$ cat src/inc/cie_pkg.sv
// Shared constants and types for the interrupt entry and return unit.
// Assumes one core clock and a synchronous active-high reset.
package cie_pkg;

  localparam int CIE_NSRC = 8;
  localparam int CIE_IDX_W = 3;
  localparam int CIE_PC_W = 15;
  localparam int CIE_SP_W = 16;
  localparam int CIE_GIE_BIT = 7;

  // Table bases in program words; boot start is a plain default
  localparam logic [14:0] CIE_APP_START = 15'h0000;
  localparam logic [14:0] CIE_BOOT_START = 15'h7000;
  // Each vector slot holds a two-word jump
  localparam logic [14:0] CIE_VEC_STRIDE = 15'h0002;

  // Sources that request only while their condition stands
  localparam logic [7:0] CIE_LEVEL_MASK = 8'hC0;

  // Cycle counts of the sequences
  localparam logic [2:0] CIE_ENTRY_CYC = 3'h4;
  localparam logic [2:0] CIE_WAKE_CYC = 3'h4;
  localparam logic [2:0] CIE_RET_CYC = 3'h4;

  // Values after reset
  localparam logic [15:0] CIE_SP_RST = 16'h0000;
  localparam logic CIE_GIE_RST = 1'b0;

  typedef enum {
    CIE_ST_BOOT,
    CIE_ST_RUN,
    CIE_ST_WAKE,
    CIE_ST_ENTRY,
    CIE_ST_RETURN
  } cie_state_t;

  // Instruction events from the sequencer, all in the cycle the instruction ends
  typedef struct packed {
    logic boundary;
    logic sei;
    logic cli;
    logic return_from_irq_instr;
  } cie_instr_t;

  // Software write of the status register byte
  typedef struct packed {
    logic wr;
    logic [7:0] data;
  } cie_core_status_register_wr_t;

  // Byte-wide stack memory request
  typedef struct packed {
    logic wr;
    logic rd;
    logic [15:0] addr;
    logic [7:0] wdata;
  } cie_stack_t;

endpackage

$ cat src/rtl/cie_irq_core.sv
// Interrupt entry and return sequencing of an 8-bit core.
// Assumes a sequencer that pulses instruction events at each instruction end
// and a byte stack memory returning read data one cycle after a read request.
// Functional notes
// - Take a source only with its own enable and the global enable both set.
// - Lower vector address wins; reset first, then the lowest source.
// - Vector table select moves the table to the boot section start.
// - Boot reset fuse moves the reset vector to the boot section start.
// - Lock bits may suppress interrupts depending on program counter region.
// - Accepting an interrupt clears the global enable.
// - Global enable set in a handler lets interrupts nest.
// - Return from interrupt sets the global enable.
// - Vectoring to a flagged source clears its flag in hardware.
// - Writing one to a flag clears it; zeros leave flags alone.
// - Events while disabled still set the flag, held until served or cleared.
// - Flags set while globally disabled stay pending, served by priority later.
// - Level sources request only while their condition stands.
// - After return, one program instruction runs before any pending service.
// - Status register is neither saved on entry nor restored on return.
// - Clearing the global enable with cli acts at once, even on a coincident request.
// - The instruction after sei runs before service; a status register write setting the global enable gets no such delay.
// - Entry takes four cycles pushing the program counter, then the vector.
// - A running multi-cycle instruction completes before entry begins.
// - Waking from sleep adds four cycles to entry.
// - Return takes four cycles, pops two bytes, stack pointer plus two.
// - Entry push lowers the stack pointer by two.
// - Global enable is bit 7 of the status register.
`timescale 1ns/10ps
module cie_irq_core
  import cie_pkg::*;
(
  input wire logic sys_clk,
  input wire logic rst,
  input wire logic [CIE_NSRC-1:0] src_event,
  input wire logic [CIE_NSRC-1:0] src_level,
  input wire logic [CIE_NSRC-1:0] src_enable,
  input wire logic flag_clr_wr,
  input wire logic [CIE_NSRC-1:0] flag_clr_data,
  input wire logic vector_table_select,
  input wire logic boot_reset_fuse,
  input wire logic app_lock_irq_bit,
  input wire logic boot_lock_irq_bit,
  input wire logic pc_in_boot,
  input wire logic cpu_sleeping,
  input wire cie_instr_t instr,
  input wire cie_core_status_register_wr_t core_status_register_wr,
  input wire logic sp_wr,
  input wire logic [CIE_SP_W-1:0] sp_wdata,
  input wire logic [CIE_PC_W-1:0] pc_cur,
  input wire logic [7:0] stack_rdata,
  output logic [CIE_NSRC-1:0] irq_flags,
  output logic global_irq_enable,
  output logic seq_hold,
  output logic irq_taken,
  output logic pc_load,
  output logic [CIE_PC_W-1:0] pc_load_addr,
  output cie_stack_t stack,
  output logic [CIE_SP_W-1:0] stack_ptr
);

  cie_state_t st_ff;
  cie_state_t nxt_st;
  logic [2:0] cnt_ff;
  logic [2:0] nxt_cnt;
  logic gie_ff;
  logic nxt_gie;
  logic [CIE_SP_W-1:0] sp_ff;
  logic [CIE_SP_W-1:0] nxt_sp;
  logic [CIE_PC_W-1:0] ret_pc_ff;
  logic [CIE_PC_W-1:0] vec_ff;
  logic [6:0] pop_hi_ff;
  logic pc_load_ff;
  logic nxt_pc_load;
  logic [CIE_PC_W-1:0] pc_addr_ff;
  logic [CIE_PC_W-1:0] nxt_pc_addr;
  cie_stack_t stack_ff;
  cie_stack_t nxt_stack;
  logic taken_ff;

  logic [CIE_NSRC-1:0] pending;
  logic [CIE_NSRC-1:0] win_onehot;
  logic [CIE_NSRC-1:0] hw_clr;
  logic win_valid;
  logic [CIE_PC_W-1:0] win_vec;
  logic gie_eff;
  logic lock_block;
  logic at_boundary;
  logic accept;
  logic ret_start;
  logic last_cnt;
  logic [CIE_PC_W-1:0] reset_vec;

  cie_flag_bank u_flags (
    .sys_clk(sys_clk),
    .rst(rst),
    .src_event(src_event),
    .src_level(src_level),
    .src_enable(src_enable),
    .sw_clr_wr(flag_clr_wr),
    .sw_clr_data(flag_clr_data),
    .hw_clr(hw_clr),
    .flags(irq_flags),
    .pending(pending)
  );

  cie_vec_sel u_sel (
    .pending(pending),
    .tbl_sel(vector_table_select),
    .valid(win_valid),
    .onehot(win_onehot),
    .vec_addr(win_vec)
  );

  // A cli in the same cycle masks a coincident request
  assign gie_eff = gie_ff & ~instr.cli;
  // Region-based suppression, each lock bit guarding its own section
  assign lock_block = (app_lock_irq_bit & ~pc_in_boot) | (boot_lock_irq_bit & pc_in_boot);
  // Only at the end of a whole instruction, or while asleep
  assign at_boundary = (instr.boundary | cpu_sleeping) & (st_ff == CIE_ST_RUN);
  // gie_ff also rises on a status register write, which is not masked here; after sei or return the next instruction always completes first
  assign accept = at_boundary & gie_eff & win_valid & ~lock_block & ~instr.sei & ~instr.return_from_irq_instr;
  assign hw_clr = accept ? win_onehot : '0;
  assign ret_start = (st_ff == CIE_ST_RUN) & instr.return_from_irq_instr & instr.boundary;
  assign reset_vec = boot_reset_fuse ? CIE_BOOT_START : CIE_APP_START;
  assign last_cnt = (cnt_ff == CIE_ENTRY_CYC - 3'h1);

  // Global enable; bit 7 of the status byte is the only bit held here
  always_comb
  begin
    nxt_gie = gie_ff;
    if (core_status_register_wr.wr)
      nxt_gie = core_status_register_wr.data[CIE_GIE_BIT];
    if (instr.sei)
      nxt_gie = 1'b1;
    if (instr.cli)
      nxt_gie = 1'b0;
    if (accept)
      nxt_gie = 1'b0;
    if (st_ff == CIE_ST_RETURN && cnt_ff == CIE_RET_CYC - 3'h1)
      nxt_gie = 1'b1;
  end

  // Sequencer; the other status bits are never touched here
  always_comb
  begin
    nxt_st = st_ff;
    nxt_cnt = cnt_ff + 3'h1;
    nxt_sp = sp_wr ? sp_wdata : sp_ff;
    nxt_pc_load = 1'b0;
    nxt_pc_addr = pc_addr_ff;
    nxt_stack = '0;
    unique case (st_ff)
      CIE_ST_BOOT:
      begin
        // Reset outranks everything: first act is the reset vector
        nxt_pc_load = 1'b1;
        nxt_pc_addr = reset_vec;
        nxt_st = CIE_ST_RUN;
        nxt_cnt = '0;
      end
      CIE_ST_RUN:
      begin
        nxt_cnt = '0;
        if (accept)
          nxt_st = cpu_sleeping ? CIE_ST_WAKE : CIE_ST_ENTRY;
        else if (ret_start)
          nxt_st = CIE_ST_RETURN;
      end
      CIE_ST_WAKE:
      begin
        if (cnt_ff == CIE_WAKE_CYC - 3'h1)
        begin
          nxt_st = CIE_ST_ENTRY;
          nxt_cnt = '0;
        end
      end
      CIE_ST_ENTRY:
      begin
        if (cnt_ff == 3'h0)
        begin
          nxt_stack = '{wr: 1'b1, rd: 1'b0, addr: sp_ff, wdata: ret_pc_ff[7:0]};
          nxt_sp = sp_ff - 16'h0001;
        end
        if (cnt_ff == 3'h1)
        begin
          nxt_stack = '{wr: 1'b1, rd: 1'b0, addr: sp_ff, wdata: {1'b0, ret_pc_ff[14:8]}};
          nxt_sp = sp_ff - 16'h0001;
        end
        if (last_cnt)
        begin
          nxt_pc_load = 1'b1;
          nxt_pc_addr = vec_ff;
          nxt_st = CIE_ST_RUN;
        end
      end
      CIE_ST_RETURN:
      begin
        if (cnt_ff == 3'h0 || cnt_ff == 3'h1)
        begin
          nxt_stack = '{wr: 1'b0, rd: 1'b1, addr: sp_ff + 16'h0001, wdata: 8'h00};
          nxt_sp = sp_ff + 16'h0001;
        end
        if (cnt_ff == CIE_RET_CYC - 3'h1)
        begin
          // High byte sits at the lower address, so it came back first
          nxt_pc_load = 1'b1;
          nxt_pc_addr = {pop_hi_ff, stack_rdata};
          nxt_st = CIE_ST_RUN;
        end
      end
    endcase
  end

  always_ff @(posedge sys_clk)
  begin
    if (rst)
    begin
      st_ff <= CIE_ST_BOOT;
      cnt_ff <= '0;
      gie_ff <= CIE_GIE_RST;
      sp_ff <= CIE_SP_RST;
      pc_load_ff <= 1'b0;
      pc_addr_ff <= '0;
      stack_ff <= '0;
      taken_ff <= 1'b0;
    end
    else
    begin
      st_ff <= nxt_st;
      cnt_ff <= nxt_cnt;
      gie_ff <= nxt_gie;
      sp_ff <= nxt_sp;
      pc_load_ff <= nxt_pc_load;
      pc_addr_ff <= nxt_pc_addr;
      stack_ff <= nxt_stack;
      taken_ff <= accept;
    end
  end

  // Data-only captures, no reset needed
  always_ff @(posedge sys_clk)
  begin
    if (accept)
    begin
      ret_pc_ff <= pc_cur;
      vec_ff <= win_vec;
    end
    if (st_ff == CIE_ST_RETURN && cnt_ff == 3'h2)
      pop_hi_ff <= stack_rdata[6:0];
  end

  assign global_irq_enable = gie_ff;
  assign seq_hold = (st_ff != CIE_ST_RUN);
  assign irq_taken = taken_ff;
  assign pc_load = pc_load_ff;
  assign pc_load_addr = pc_addr_ff;
  assign stack = stack_ff;
  assign stack_ptr = sp_ff;
endmodule

$ cat src/rtl/cie_flag_bank.sv
// Interrupt flags of the peripheral sources, edge-flagged and level type.
// Assumes events and levels come from logic on the same clock.
`timescale 1ns/10ps
module cie_flag_bank
  import cie_pkg::*;
(
  input wire logic sys_clk,
  input wire logic rst,
  input wire logic [CIE_NSRC-1:0] src_event,
  input wire logic [CIE_NSRC-1:0] src_level,
  input wire logic [CIE_NSRC-1:0] src_enable,
  input wire logic sw_clr_wr,
  input wire logic [CIE_NSRC-1:0] sw_clr_data,
  input wire logic [CIE_NSRC-1:0] hw_clr,
  output logic [CIE_NSRC-1:0] flags,
  output logic [CIE_NSRC-1:0] pending
);

  logic [CIE_NSRC-1:0] flag_ff;
  logic [CIE_NSRC-1:0] nxt_flag;

  genvar gi;
  generate
    for (gi = 0; gi < CIE_NSRC; gi++)
    begin : g_src
      if (CIE_LEVEL_MASK[gi])
      begin : g_level
        // No memory: a condition that goes away is simply not taken
        assign nxt_flag[gi] = 1'b0;
        assign pending[gi] = src_level[gi] & src_enable[gi];
      end
      else
      begin : g_edge
        // Set wins over both clears so a coincident event is kept
        assign nxt_flag[gi] = src_event[gi] |
          (flag_ff[gi] & ~hw_clr[gi] & ~(sw_clr_wr & sw_clr_data[gi]));
        assign pending[gi] = flag_ff[gi] & src_enable[gi];
      end
    end
  endgenerate

  always_ff @(posedge sys_clk)
  begin
    if (rst)
      flag_ff <= '0;
    else
      flag_ff <= nxt_flag;
  end

  assign flags = flag_ff;

endmodule

$ cat src/rtl/cie_vec_sel.sv
// Fixed-priority pick among pending sources and its vector address.
// Assumes pending already carries the individual enables.
`timescale 1ns/10ps
module cie_vec_sel
  import cie_pkg::*;
(
  input wire logic [CIE_NSRC-1:0] pending,
  input wire logic tbl_sel,
  output logic valid,
  output logic [CIE_NSRC-1:0] onehot,
  output logic [CIE_PC_W-1:0] vec_addr
);

  function automatic logic [CIE_IDX_W-1:0] lowest_idx(input logic [CIE_NSRC-1:0] v);
    logic [CIE_IDX_W-1:0] r;
    r = '0;
    for (int i = CIE_NSRC - 1; i >= 0; i--)
      if (v[i])
        r = CIE_IDX_W'(i);
    return r;
  endfunction

  logic [CIE_IDX_W-1:0] idx;
  logic [CIE_PC_W-1:0] tbl_base;
  logic [CIE_PC_W-1:0] slot;

  assign valid = |pending;
  assign idx = lowest_idx(pending);
  assign onehot = valid ? (CIE_NSRC'(1) << idx) : '0;
  assign tbl_base = tbl_sel ? CIE_BOOT_START : CIE_APP_START;
  // Slot zero is the reset vector, so sources start one slot up
  assign slot = CIE_PC_W'(idx) + 15'h0001;
  assign vec_addr = CIE_PC_W'(tbl_base + CIE_PC_W'(slot * CIE_VEC_STRIDE));

endmodule

$ cat config.mk
export PLATFORM = sky130hd
export DESIGN_NAME = cie_irq_core
export DESIGN_NICKNAME = d
export VERILOG_FILES = /design/src/inc/cie_pkg.sv /design/src/rtl/cie_irq_core.sv /design/src/rtl/cie_flag_bank.sv /design/src/rtl/cie_vec_sel.sv
export SDC_FILE = /design/constraint.sdc
export NUM_CORES = 1
export LEC_CHECK = 0
export BUFFER_PORTS_ARGS = -buffer_cell sky130_fd_sc_hd__buf_2
export CAP_MARGIN = 0
export CORE_ASPECT_RATIO = 1.5
export CORE_MARGIN = 3
export CORE_UTILIZATION = 40
export DETAILED_ROUTE_END_ITERATION = 7
export HOLD_SLACK_MARGIN = 0.06
export PLACE_DENSITY = 0.74
export REMOVE_ABC_BUFFERS = 1
export SLEW_MARGIN = 20
export SYNTH_ARGS = -nofsm -noshare
export SYNTH_HDL_FRONTEND = slang
export SYNTH_HIERARCHICAL = 1
export SYNTH_SLANG_ARGS = --single-unit
$ cat constraint.sdc
create_clock -name sys_clk -period 5.1 [get_ports sys_clk]
set_input_delay 1.02 -clock sys_clk [delete_from_list [all_inputs] [get_ports sys_clk]]
set_output_delay 1.02 -clock sys_clk [all_outputs]
set_load 0.01 [all_outputs]
---- After elaboration in Yosys (flattened, before gate mapping) ----
Cells that the tools add are included.
storage, ports and cells
  output and inout bits ................... 69
  flip-flop bits (word level) ............. 140
  input bits .............................. 94
  logic and storage cells ................. 150
cells by class
  bitwise operators ....................... 62
  add/subtract/negate cells ............... 5
  shift operators ......................... 1
  reduce and logical (&&, ||, !) cells .... 12
  muxes and demuxes ....................... 39
  equality and inequality tests ........... 15
operators with widths
  operator                                                count
  2-to-1 mux 32 bit                                       4
  one-hot mux 32 bit (4 select lines)                     1
  == test 32 x 2 -> 1 bit, second input constant          3
  2-to-1 mux 16 bit                                       4
  2-to-1 mux 15 bit                                       4
  2-to-1 mux 26 bit                                       2
  one-hot mux 26 bit (2 select lines)                     1
  one-hot mux 15 bit (3 select lines)                     1
  AND 1 bit                                               37
  == test 32 x 1 -> 1 bit, second input constant          1
  == test 32 x 3 -> 1 bit, second input constant          1
  == test 32 x 4 -> 1 bit, second input constant          1
  logical NOT 32 bit                                      1
  inequality test 32 x 2 -> 1 bit, second input constant  1
  one-hot mux 16 bit (2 select lines)                     1
  2-to-1 mux 3 bit                                        9
  2-to-1 mux 25 bit                                       1
  inverter 1 bit                                          17
  adder 16 x 1 -> 16 bit, second input constant           1
  subtractor 16 x 1 -> 16 bit, second input constant      1
  adder 15 bit                                            1
  2-to-1 mux 6 bit                                        2
  bitwise OR 1 bit                                        8
  OR reduction 8 bit                                      1
  18 further kinds                                        30

---- Longest topological paths before layout ----
Gate-level depths: netlist (run 1).
  depth after elaboration ................. 16
  gate-level depth with buffers ........... 11
  depth with buffers taken out ............ 10

---- Hierarchy ----
Netlist (run 1), hierarchy kept.
by module, submodules not included
  module         area each (um^2)  times used  sequential area each (um^2)  cells an instance
  cie_irq_core   4897.2            1           2432.3                       506
  cie_vec_sel    344.1             1           0.0                          43
  cie_flag_bank  294.0             1           120.1                        41

---- Least setup slack after synthesis (run 1) ----
No wires, ideal clock.
  path type ............................... input to register
  start point ............................. in src_enable[0]
  end point ............................... reg u_flags.flag_ff[0] (netlist: u_flags/flags[0])
  arrival time ............................ 4050 ps
  slack ................................... 935 ps
  buffers on the path ..................... 1
  setup time .............................. 115 ps
  stages on the path ...................... 11
  data required time ...................... 4985 ps
  cell sequence ........................... and2_1 -> or4_4 -> buf_6 -> nand2b_4 -> nor4bb_1 -> o2111ai_1 -> nor2_1 -> and2_1 -> inv_1 -> a31oi_1 -> nor2_1
on the way
  longest elaborated chain between the ends .. 11
  elaborated cells between the ends (all ways) .. 14
  classes of those cells .................. shift: 1; mux: 3; bitwise: 9; reduce/logical: 1
ends and longest elaborated chain
  item                     line                 text
  start: declaration       cie_irq_core.sv:36   input wire logic [CIE_NSRC-1:0] src_enable,
  AND 1 bit                cie_flag_bank.sv:37  assign pending[gi] = flag_ff[gi] & src_enable[gi];
  OR reduction 8 bit       cie_vec_sel.sv:27    assign valid = |pending;
  net win_valid            cie_irq_core.sv:83   logic win_valid;
  AND 1 bit (4 in series)  cie_irq_core.sv:121  assign accept = at_boundary & gie_eff & win_valid & ~lock_block & ~instr.sei & ~instr.return_from_irq_instr;
  net accept               cie_irq_core.sv:88   logic accept;
  2-to-1 mux 6 bit         cie_irq_core.sv:122  assign hw_clr = accept ? win_onehot : '0;
  net hw_clr[0]            cie_irq_core.sv:82   logic [CIE_NSRC-1:0] hw_clr;
  inverter 1 bit           cie_flag_bank.sv:36  (flag_ff[gi] & ~hw_clr[gi] & ~(sw_clr_wr & sw_clr_data[gi]));
  AND 1 bit (2 in series)  cie_flag_bank.sv:36
  bitwise OR 1 bit         cie_flag_bank.sv:35  assign nxt_flag[gi] = src_event[gi] |
  end signal: assignment   cie_flag_bank.sv:47  flag_ff <= nxt_flag;
  end: declaration         cie_flag_bank.sv:19  logic [CIE_NSRC-1:0] flag_ff;
The timed path passes the listed nets, and every way through them passes these cells.
A chain may end at the register's enable or synchronous reset.

---- Worst setup path after layout (run 1) ----
  start point ............................. in src_enable[0]
  end point ............................... reg u_flags.flag_ff[3] (netlist: u_flags/flags[3])
on the way
  longest elaborated chain between the ends .. 11
  elaborated cells between the ends (all ways) .. 14
  classes of those cells .................. shift: 1; mux: 3; bitwise: 9; reduce/logical: 1
ends and longest elaborated chain
  item                     line                 text
  AND 1 bit                cie_flag_bank.sv:37
  net pending[0]           cie_irq_core.sv:80   logic [CIE_NSRC-1:0] pending;
  OR reduction 8 bit       cie_vec_sel.sv:27
  net win_valid            cie_irq_core.sv:83
  AND 1 bit (4 in series)  cie_irq_core.sv:121
  net accept               cie_irq_core.sv:88
  2-to-1 mux 6 bit         cie_irq_core.sv:122
  net hw_clr[3]            cie_irq_core.sv:82
  inverter 1 bit           cie_flag_bank.sv:36
  AND 1 bit (2 in series)  cie_flag_bank.sv:36
  bitwise OR 1 bit         cie_flag_bank.sv:35
The timed path passes the listed nets, and every way through them passes these cells.

==> results.py, run 1 <==
metrics = {
    "route": {
        "vias": 4873,
        "initialDrtViolationCount": 293,
        "drc_errors": 0,
        "drtAntennaViolNets": 0,
        "wl_mm": 14.4,
        "viasPerCell": 5.69,
        "first_pass_iters": 5,
        "avgRoutedWirePerCell_um": 16.8,
    },
    "clock_tree": {
        "holdBufCountCts": 0,
        "clockBufferDepth": 2,
        "clock-sinks": 109,
        "root_buffer": "clkbuf_16",
        "htreeDepth": 3,
        "cts_setup_buffers": 0,
        "clk_pin_slew_ns": 0.08,
        "cts_resized": 0,
        "worstSkewPairLatency_ns": 0.35,
        "cts_buffers": 9,
        "tritoncts": "yes",
    },
    "power_and_ir_drop": {
        "p_per_area_nw_per_um2": 309,
        "irDropWorstVdd_mv": 0.152,
        "p_leak_nw": 2.57,
        "power_mw": 2.00,
    },
    "worst_setup_path": {
        "path_delay_family": "simple AND/OR/NAND/NOR gates",
        "reg2reg_depth": 10,
        "start_kind": "input pin",
        "crit_path_max_fanout": 37,
        "slowest_delay_ns": 0.82,
        "crit_chain": "buf_2 -> and2_1 -> or4_4 -> nand2b_4 -> nor4bb_1 -> o2111ai_1 -> nor2_4 -> and2_1 -> inv_1 -> a31oi_1 -> nor2_1",
        "required_ns": 5.33,
        "reg2reg_from": "u_flags/flags[0]$_SDFF_PP0_",
        "path_common_cell": "and2_1",
        "crit_path_end_kind": "flip-flop",
        "worst_ep_arrival_time_ns": 3.61,
        "critical_path.slowest_cell": "nor2_4",
        "worstSetupPathType": "input pin to flip-flop",
        "timing.critical_path.buf_inv": 2,
        "reg2reg_setup_slack_ns": 2.11,
        "reg2reg_to": "u_flags/flags[3]$_SDFF_PP0_",
    },
    "synth": {
        "syn_area_um2": 5510,
        "syn_area_per_cell_um2": 9.40,
        "ys.warnings.count": 6,
        "netlist_instances": 586,
    },
    "sta": {
        "max_freq_ghz": 0.297,
        "relSlewSlack": 0.339,
        "hold_slack_ns": 0.489,
        "fin_crit_sh": 0.661,
        "rsz0062_at_grt": "no",
        "final.min_clock_period_ns": 3.37,
        "final_max_slew_viol_count": 0,
        "fin_skew_ns": 0.00778,
        "setup_tns_ns": 0,
        "hold_viol": 0,
        "worst_slew_pin_slew_ns": 0.989,
        "setup_viol": 0,
        "setup_ws_ns": 1.73,
    },
    "cells_and_area": {
        "postLayoutCoreUtil": 0.490,
        "drive_above_1_share": 0.265,
        "final_cells": 856,
        "area_growth_pct": 17.4,
        "antennaDiodeCount": 0,
        "nets": 799,
        "final_cell_area_um2": 6470,
    },
    "placed_design": {
        "place_ws_ns": 1.30,
        "gp_congestion": 0.874,
        "dp.cells": 840,
        "dp_hpwl_mm": 10.3,
        "numPortBuffers": 143,
        "placed_area_um2": 6180,
    },
    "global_routing": {
        "track_usage": 0.188,
        "antenna_found_initial": 0,
        "grt_pass1_vias": 4759,
        "grt_max_degree": 38,
        "grt_pass1_wl_mm": 23.0,
        "grt_overflow": 0,
    },
    "status": {
        "status": "finished clean",
    },
    "hold_path": {
        "whs_endpoint": "stack[7]$_SDFF_PP0_",
        "min-delay-path-class": "flip-flop to flip-flop",
        "whs_path_depth": 2,
        "hp-start": "ret_pc_ff[7]$_DFFE_PN_",
    },
    "job": {
        "max_cap_violations": 0,
    },
    "floorplanning": {
        "coreArea_um2": 13200,
        "die_w_um": 102,
        "rows": 51,
        "die_y_um": 150,
        "start_util": 0.417,
        "num_io_pins": 163,
        "die_area_um2": 15200,
    },
}
## metal layers
| metal | GRT usage | up-vias | share of wire |
|---|---|---|---|
| li1 | - | 2333 | - |
| met1 | 0.206 | 2266 | 0.38 |
| met2 | 0.346 | 238 | 0.52 |
| met3 | 0.0424 | 36 | 0.075 |
| met4 | 0.0709 | 0 | 0.025 |
| met5 | 0 | - | 0 |
## worst min-delay path, delay by kind of cell (launching register included)
kind | cells | cell delay (ns)
and+or+nand+nor | 2 | 0.13
DFF | 1 | 0.33
## placed cells by master, fill, tap and decap left out, types with 7 or more instances in the layout
cell type,n
o21ai_1,13
nand2_1,31
nor2b_1,7
and2_1,20
nand4_1,8
nor2_1,65
inv_1,17
conb_1,10
nor3_1,15
dfxtp_1,72
a31oi_1,11
buf_2,143
edfxtp_1,37
ha_1,13
a21oi_1,31
a211oi_1,28
clkbuf_16,9
o21ai_0,8
a22oi_1,24
nand3_1,12
## state kept, by name, indices dropped and copies added, names as in the netlist
signal,count
stack,26
ret_pc_ff,15
irq_taken,1
pc_load,1
global_irq_enable,1
pc_load_addr,15
pop_hi_ff,7
u_flags/flags,6
cnt_ff,3
stack_ptr,16
vec_ff,15
st_ff,3
## final cells by class
cell class	instances	area, um^2
Clock buffer	9	225
Clock inverter	7	62.6
Fill cell	1288	6740
Inverter	17	63.8
Multi-Input combinational cell	408	2620
Sequential cell	109	2550
Tap cell	159	199
Timing Repair Buffer	147	746
## how the worst max path moves through the flow
stage / start / end / cells past startpoint
floorplan: src_enable[0] / u_flags/flags[0]$_SDFF_PP0_ / 10
global placement: src_enable[0] / u_flags/flags[2]$_SDFF_PP0_ / 11
detailed placement: src_enable[0] / u_flags/flags[3]$_SDFF_PP0_ / 11
CTS: src_enable[0] / u_flags/flags[3]$_SDFF_PP0_ / 11
global route: src_enable[0] / u_flags/flags[3]$_SDFF_PP0_ / 11
finish: src_enable[0] / u_flags/flags[3]$_SDFF_PP0_ / 11
## where the power goes
group	internal [mW]	total (mW)	switching, mW
clock network	0.344	0.693	0.349
logic	0.143	0.314	0.171
registers	0.930	0.994	0.0637
total	1.42	2.00	0.584
Power figures use the tool's default switching activity.
==> run 2, diff against run 1 <==
==> constraint.sdc (replaced) <==
create_clock -name sys_clk -period 3.3 [get_ports sys_clk]
set_input_delay 0.66 -clock sys_clk [delete_from_list [all_inputs] [get_ports sys_clk]]
set_output_delay 0.66 -clock sys_clk [all_outputs]
set_load 0.01 [all_outputs]
==> run 2 against run 1 <==
Against the previous run: register-to-register slack got worse by 1.4 ns; flip-flop and latch count unchanged; via count increased by 0.27%; critical path type is now flip-flop to flip-flop; sequential share of layout area is 0.46 points lower; combinational power increased by 55%; clock-buffer cell count did not move; global-route usage decreased by 0.12 points; highest routed layer unchanged; hold slack worse by 0.012 ns; setup slack got worse by 1.0 ns; final cell count rose by 0.58%; critical path depth decreased by 6.
==> results.py, run 2 (synthesis results as in run 1) <==
metrics = {
    "worst_setup_path": {
        "reg2reg_from": "st_ff[2]$_SDFFE_PP0P_",
        "worstSetupPathType": "flip-flop to flip-flop",
        "worst_ep_arrival_time_ns": 2.87,
        "reg2reg_setup_slack_ns": 0.70,
        "start_kind": "flip-flop",
        "crit_path_max_fanout": 16,
        "crit_path_end_kind": "flip-flop",
        "reg2reg_depth": 5,
        "reg2reg_to": "stack_ptr[3]$_SDFF_PP0_",
        "worstSetupStartpoint": "st_ff[2]$_SDFFE_PP0P_",
        "required_ns": 3.57,
    },
    "route": {
        "drtAntennaViolNets": 0,
        "avgRoutedWirePerCell_um": 16.7,
        "wl_mm": 14.4,
        "vias": 4886,
        "initialDrtViolationCount": 243,
        "first_pass_iters": 6,
        "drc_errors": 0,
        "viasPerCell": 5.67,
    },
    "floorplanning": {
        "die_y_um": 150,
        "rows": 51,
        "start_util": 0.417,
        "coreArea_um2": 13200,
        "num_io_pins": 163,
        "die_area_um2": 15200,
        "die_w_um": 102,
    },
    "cells_and_area": {
        "final_cell_area_um2": 6550,
        "nFillCells": 1214,
        "mostFrequentLayoutCell": "buf_2",
        "drive_above_1_share": 0.272,
        "largest_register_ffs": 26,
        "area_growth_pct": 18.8,
        "mostFrequentLayoutCells": "buf_2 (143), dfxtp_1 (72), nor2_1 (65)",
        "nets": 804,
        "antennaDiodeCount": 0,
    },
    "sta": {
        "hold_viol": 0,
        "fin_skew_ns": 0.00786,
        "relSlewSlack": 0.422,
        "rsz0062_at_grt": "no",
        "worst_slew_pin_slew_ns": 0.861,
        "setup_viol": 0,
        "fin_crit_sh": 0.789,
        "max_freq_ghz": 0.384,
        "final.min_clock_period_ns": 2.60,
        "final_max_slew_viol_count": 0,
    },
    "global_routing": {
        "antenna_found_initial": 0,
        "grt_max_degree": 29,
        "grt_pass1_wl_mm": 22.6,
        "grt_overflow": 0,
        "track_usage": 0.187,
        "grt_pass1_vias": 4726,
    },
    "power_and_ir_drop": {
        "irDropWorstVdd_mv": 0.293,
        "power_mw": 3.12,
        "p_per_area_nw_per_um2": 477,
        "p_leak_nw": 2.61,
    },
    "clock_tree": {
        "root_buffer": "clkbuf_16",
        "tritoncts": "yes",
        "htreeDepth": 3,
        "holdBufCountCts": 0,
        "clk_pin_slew_ns": 0.08,
        "cts_resized": 0,
        "cts_setup_buffers": 0,
        "worstSkewPairLatency_ns": 0.35,
        "clock-sinks": 109,
        "clockBufferDepth": 2,
        "cts_buffers": 9,
    },
    "placed_design": {
        "placed_area_um2": 6230,
        "gp_congestion": 0.872,
        "numPortBuffers": 143,
        "dp_hpwl_mm": 10.6,
    },
    "hold_path": {
        "hp-start": "pc_cur[12]",
        "min-delay-path-class": "input pin to flip-flop",
        "whs_endpoint": "ret_pc_ff[12]$_DFFE_PN_",
        "whs_path_depth": 1,
    },
    "status": {
        "status": "finished clean",
    },
    "job": {
        "max_cap_violations": 0,
    },
}
## run 2: through the flow
stage          TNS [ns]  setup WS [ns]  utilization  instances  hold WS [ns]
2_1_floorplan     -9.02         -0.396            -        534         0.436
3_3_place_gp          0          0.502        0.472        845         0.455
3_5_place_dp          0          0.368        0.472        845         0.478
4_1_cts               0          0.678        0.496        861         0.464
5_1_grt               0          0.508        0.496        861         0.460
6_report              0          0.696        0.496        861         0.477
## run 2: where the power goes
group	leakage, nW	total [mW]	switching (mW)	internal [mW]
combinational	1.54	0.487	0.264	0.222
sequential	0.923	1.54	0.0979	1.44
clock	0.152	1.10	0.556	0.546
total	2.61	3.12	0.918	2.21
## run 2: how the worst max path moves through the flow
stage / endpoint / cells after the start
finish: stack_ptr[3]$_SDFF_PP0_ / 5
detailed placement: u_flags/flags[1]$_SDFF_PP0_ / 11
global route: stack_ptr[3]$_SDFF_PP0_ / 5
global placement: u_flags/flags[2]$_SDFF_PP0_ / 11
floorplan: u_flags/flags[0]$_SDFF_PP0_ / 10
CTS: stack_ptr[3]$_SDFF_PP0_ / 5
## run 2: critical path: stages (launching register included)
cell	delay [ns]
dfxtp_1	0.68
and3b_1	0.44
o21ai_1	0.76
nand3_1	0.20
nor3b_1	0.19
a311oi_1	0.24
## run 2: metal layers
| metal | track usage | up-vias | share of wire |
|---|---|---|---|
| met1 | 0.204 | 2268 | 0.37 |
| li1 | - | 2349 | - |
| met2 | 0.333 | 232 | 0.51 |
| met3 | 0.0462 | 37 | 0.078 |
| met5 | 0 | - | 0 |
| met4 | 0.0886 | 0 | 0.033 |
## run 2: cell type report
cell class / count / area [um^2] / area share
sequential: 109 / 2550 / 0.390
inverter: 17 / 63.8 / 0.00975
timing repair buffer: 152 / 796 / 0.122
clock inverter: 7 / 88.8 / 0.0136
tap: 159 / 199 / 0.0304
clock buffer: 9 / 225 / 0.0344
multi-input combinational: 408 / 2620 / 0.400
==> run 3, diff against run 2 <==
==> constraint.sdc (replaced) <==
create_clock -name sys_clk -period 2.64 [get_ports sys_clk]
set_input_delay 0.528 -clock sys_clk [delete_from_list [all_inputs] [get_ports sys_clk]]
set_output_delay 0.528 -clock sys_clk [all_outputs]
set_load 0.01 [all_outputs]
==> run 3 against run 2 <==
Against the previous run: hold slack got worse by 0.13 ns; combinational power increased by 29%; clock-buffer cell count unchanged; via count is 0.74% higher; register-to-register slack got worse by 0.38 ns; first-iteration DRC count is 2.5% lower; flip-flop and latch count unchanged; critical path depth up 2; sequential power is 25% higher; non-clock buffer count is 10 higher; maximum frequency is 12% higher; clock skew is 0.0015 ns higher.
==> results.py, run 3 (synthesis results as in run 1) <==
metrics = {
    "cells_and_area": {
        "nets": 814,
        "largest_register_ffs": 26,
        "final_cells": 872,
        "mostFrequentLayoutCells": "buf_2 (143), dfxtp_1 (72), nor2_1 (65)",
        "mostFrequentLayoutCell": "buf_2",
        "drive_above_1_share": 0.282,
        "area_growth_pct": 20.2,
        "final_cell_area_um2": 6620,
    },
    "placed_design": {
        "dp.cells": 855,
        "place_ws_ns": 0.0645,
        "dp_hpwl_mm": 11.0,
        "numPortBuffers": 143,
        "gp_congestion": 0.900,
        "placed_area_um2": 6310,
    },
    "worst_setup_path": {
        "worst_ep_arrival_time_ns": 2.55,
        "start_kind": "flip-flop",
        "crit_path_max_fanout": 8,
        "critical_path.slowest_cell": "or4b_4",
        "slowest_delay_ns": 0.53,
        "worstSetupPathType": "flip-flop to flip-flop",
        "reg2reg_setup_slack_ns": 0.32,
        "crit_chain": "inv_1 -> ha_1 -> or4b_4 -> nand2b_1 -> o311a_1 -> o21ai_1 -> a31oi_1",
        "crit_path_end_kind": "flip-flop",
        "required_ns": 2.87,
    },
    "clock_tree": {
        "cts_resized": 0,
        "tritoncts": "yes",
        "clockBufferDepth": 2,
        "clock-sinks": 109,
        "clk_pin_slew_ns": 0.08,
        "htreeDepth": 3,
        "worstSkewPairLatency_ns": 0.35,
        "holdBufCountCts": 0,
        "cts_setup_buffers": 0,
        "cts_buffers": 9,
        "root_buffer": "clkbuf_16",
    },
    "status": {
        "status": "finished clean",
    },
    "global_routing": {
        "grt_overflow": 0,
        "grt_pass1_vias": 4784,
        "grt_max_degree": 29,
        "track_usage": 0.191,
        "antenna_found_initial": 1,
        "grt_pass1_wl_mm": 23.3,
    },
    "floorplanning": {
        "num_io_pins": 163,
        "die_y_um": 150,
        "die_area_um2": 15200,
        "die_w_um": 102,
        "rows": 51,
        "start_util": 0.417,
        "coreArea_um2": 13200,
    },
    "sta": {
        "max_freq_ghz": 0.431,
        "rsz0062_at_grt": "no",
        "worst_slew_pin_slew_ns": 0.876,
        "fin_skew_ns": 0.00939,
        "hold_viol": 0,
        "final_max_slew_viol_count": 0,
        "relSlewSlack": 0.412,
        "setup_viol": 0,
        "final.min_clock_period_ns": 2.32,
        "setup_ws_ns": 0.319,
        "fin_crit_sh": 0.879,
    },
    "power_and_ir_drop": {
        "p_sw_mw": 1.15,
        "p_int_mw": 2.77,
        "irDropWorstVdd_mv": 0.334,
        "p_per_area_nw_per_um2": 592,
        "p_sw_frac": 0.294,
        "p_seq_frac": 0.490,
        "p_comb_frac": 0.160,
        "p_leak_nw": 2.66,
        "pwr-share-clk": 0.351,
    },
    "hold_path": {
        "min-delay-path-class": "input pin to flip-flop",
    },
    "route": {
        "wl_mm": 14.6,
        "first_pass_iters": 5,
        "avgRoutedWirePerCell_um": 16.8,
        "initialDrtViolationCount": 237,
        "viasPerCell": 5.64,
        "vias": 4922,
        "drc_errors": 0,
        "drtAntennaViolNets": 0,
    },
    "job": {
        "max_cap_violations": 0,
    },
}
run 3: worst max-delay path, delay by kind of cell (launching register included):
| kind | cells | cell delay, ns |
|---|---|---|
| AND/OR/NAND/NOR | 2 | 0.82 |
| AO/OA/AOI/OAI | 3 | 0.61 |
| flip-flops | 1 | 0.41 |
| adder cells (fa/ha/maj) | 1 | 0.23 |
| buffers and inverters | 1 | 0.12 |
run 3: worst paths after layout:
| check | startpoint | end | cells after the start |
|---|---|---|---|
| worst max-delay path | stack_ptr[1]$_SDFF_PP0_ | stack_ptr[12]$_SDFF_PP0_ | 7 |
| worst min-delay path | pc_cur[7] | ret_pc_ff[7]$_DFFE_PN_ | 1 |
| worst max register to register | stack_ptr[1]$_SDFF_PP0_ | stack_ptr[12]$_SDFF_PP0_ | 7 |
| worst min register to register | ret_pc_ff[7]$_DFFE_PN_ | stack[7]$_SDFF_PP0_ | 2 |
run 3: power groups by stage:
stage | combinational, mW | clock [mW] | sequential, mW
6_report | 0.627 | 1.37 | 1.92
2_1_floorplan | 0.347 | 0 | 1.95
4_1_cts | 0.626 | 1.41 | 1.92
5_1_grt | 0.691 | 1.48 | 1.93
3_5_place_dp | 0.624 | 0 | 1.95
3_3_place_gp | 0.609 | 0 | 1.95
run 3: layout make-up:
cell class	count	area [um^2]
Sequential cell	109	2550
Inverter	17	63.8
Fill cell	1268	6590
Clock buffer	9	225
Antenna cell	1	2.50
Tap cell	159	199
Clock inverter	7	86.3
Multi-Input combinational cell	408	2620
Timing Repair Buffer	162	871
run 3: metrics by stage:
| step | util | total power, mW | hold WS (ns) | TNS, ns |
|---|---|---|---|---|
| after floorplan | - | 2.30 | 0.436 | -28.55 |
| after global placement | 0.478 | 2.56 | 0.455 | 0 |
| after detailed placement | 0.478 | 2.58 | 0.458 | 0 |
| after CTS | 0.501 | 3.95 | 0.335 | 0 |
| after global routing | 0.501 | 4.10 | 0.330 | 0 |
| final | 0.501 | 3.92 | 0.346 | 0 |
run 3: layer usage:
metal / GRT usage / routed length, um
met1: 0.212 / 5460
met2: 0.348 / 7700
met3: 0.0401 / 1130
met4: 0.0775 / 359
met5: 0 / 0
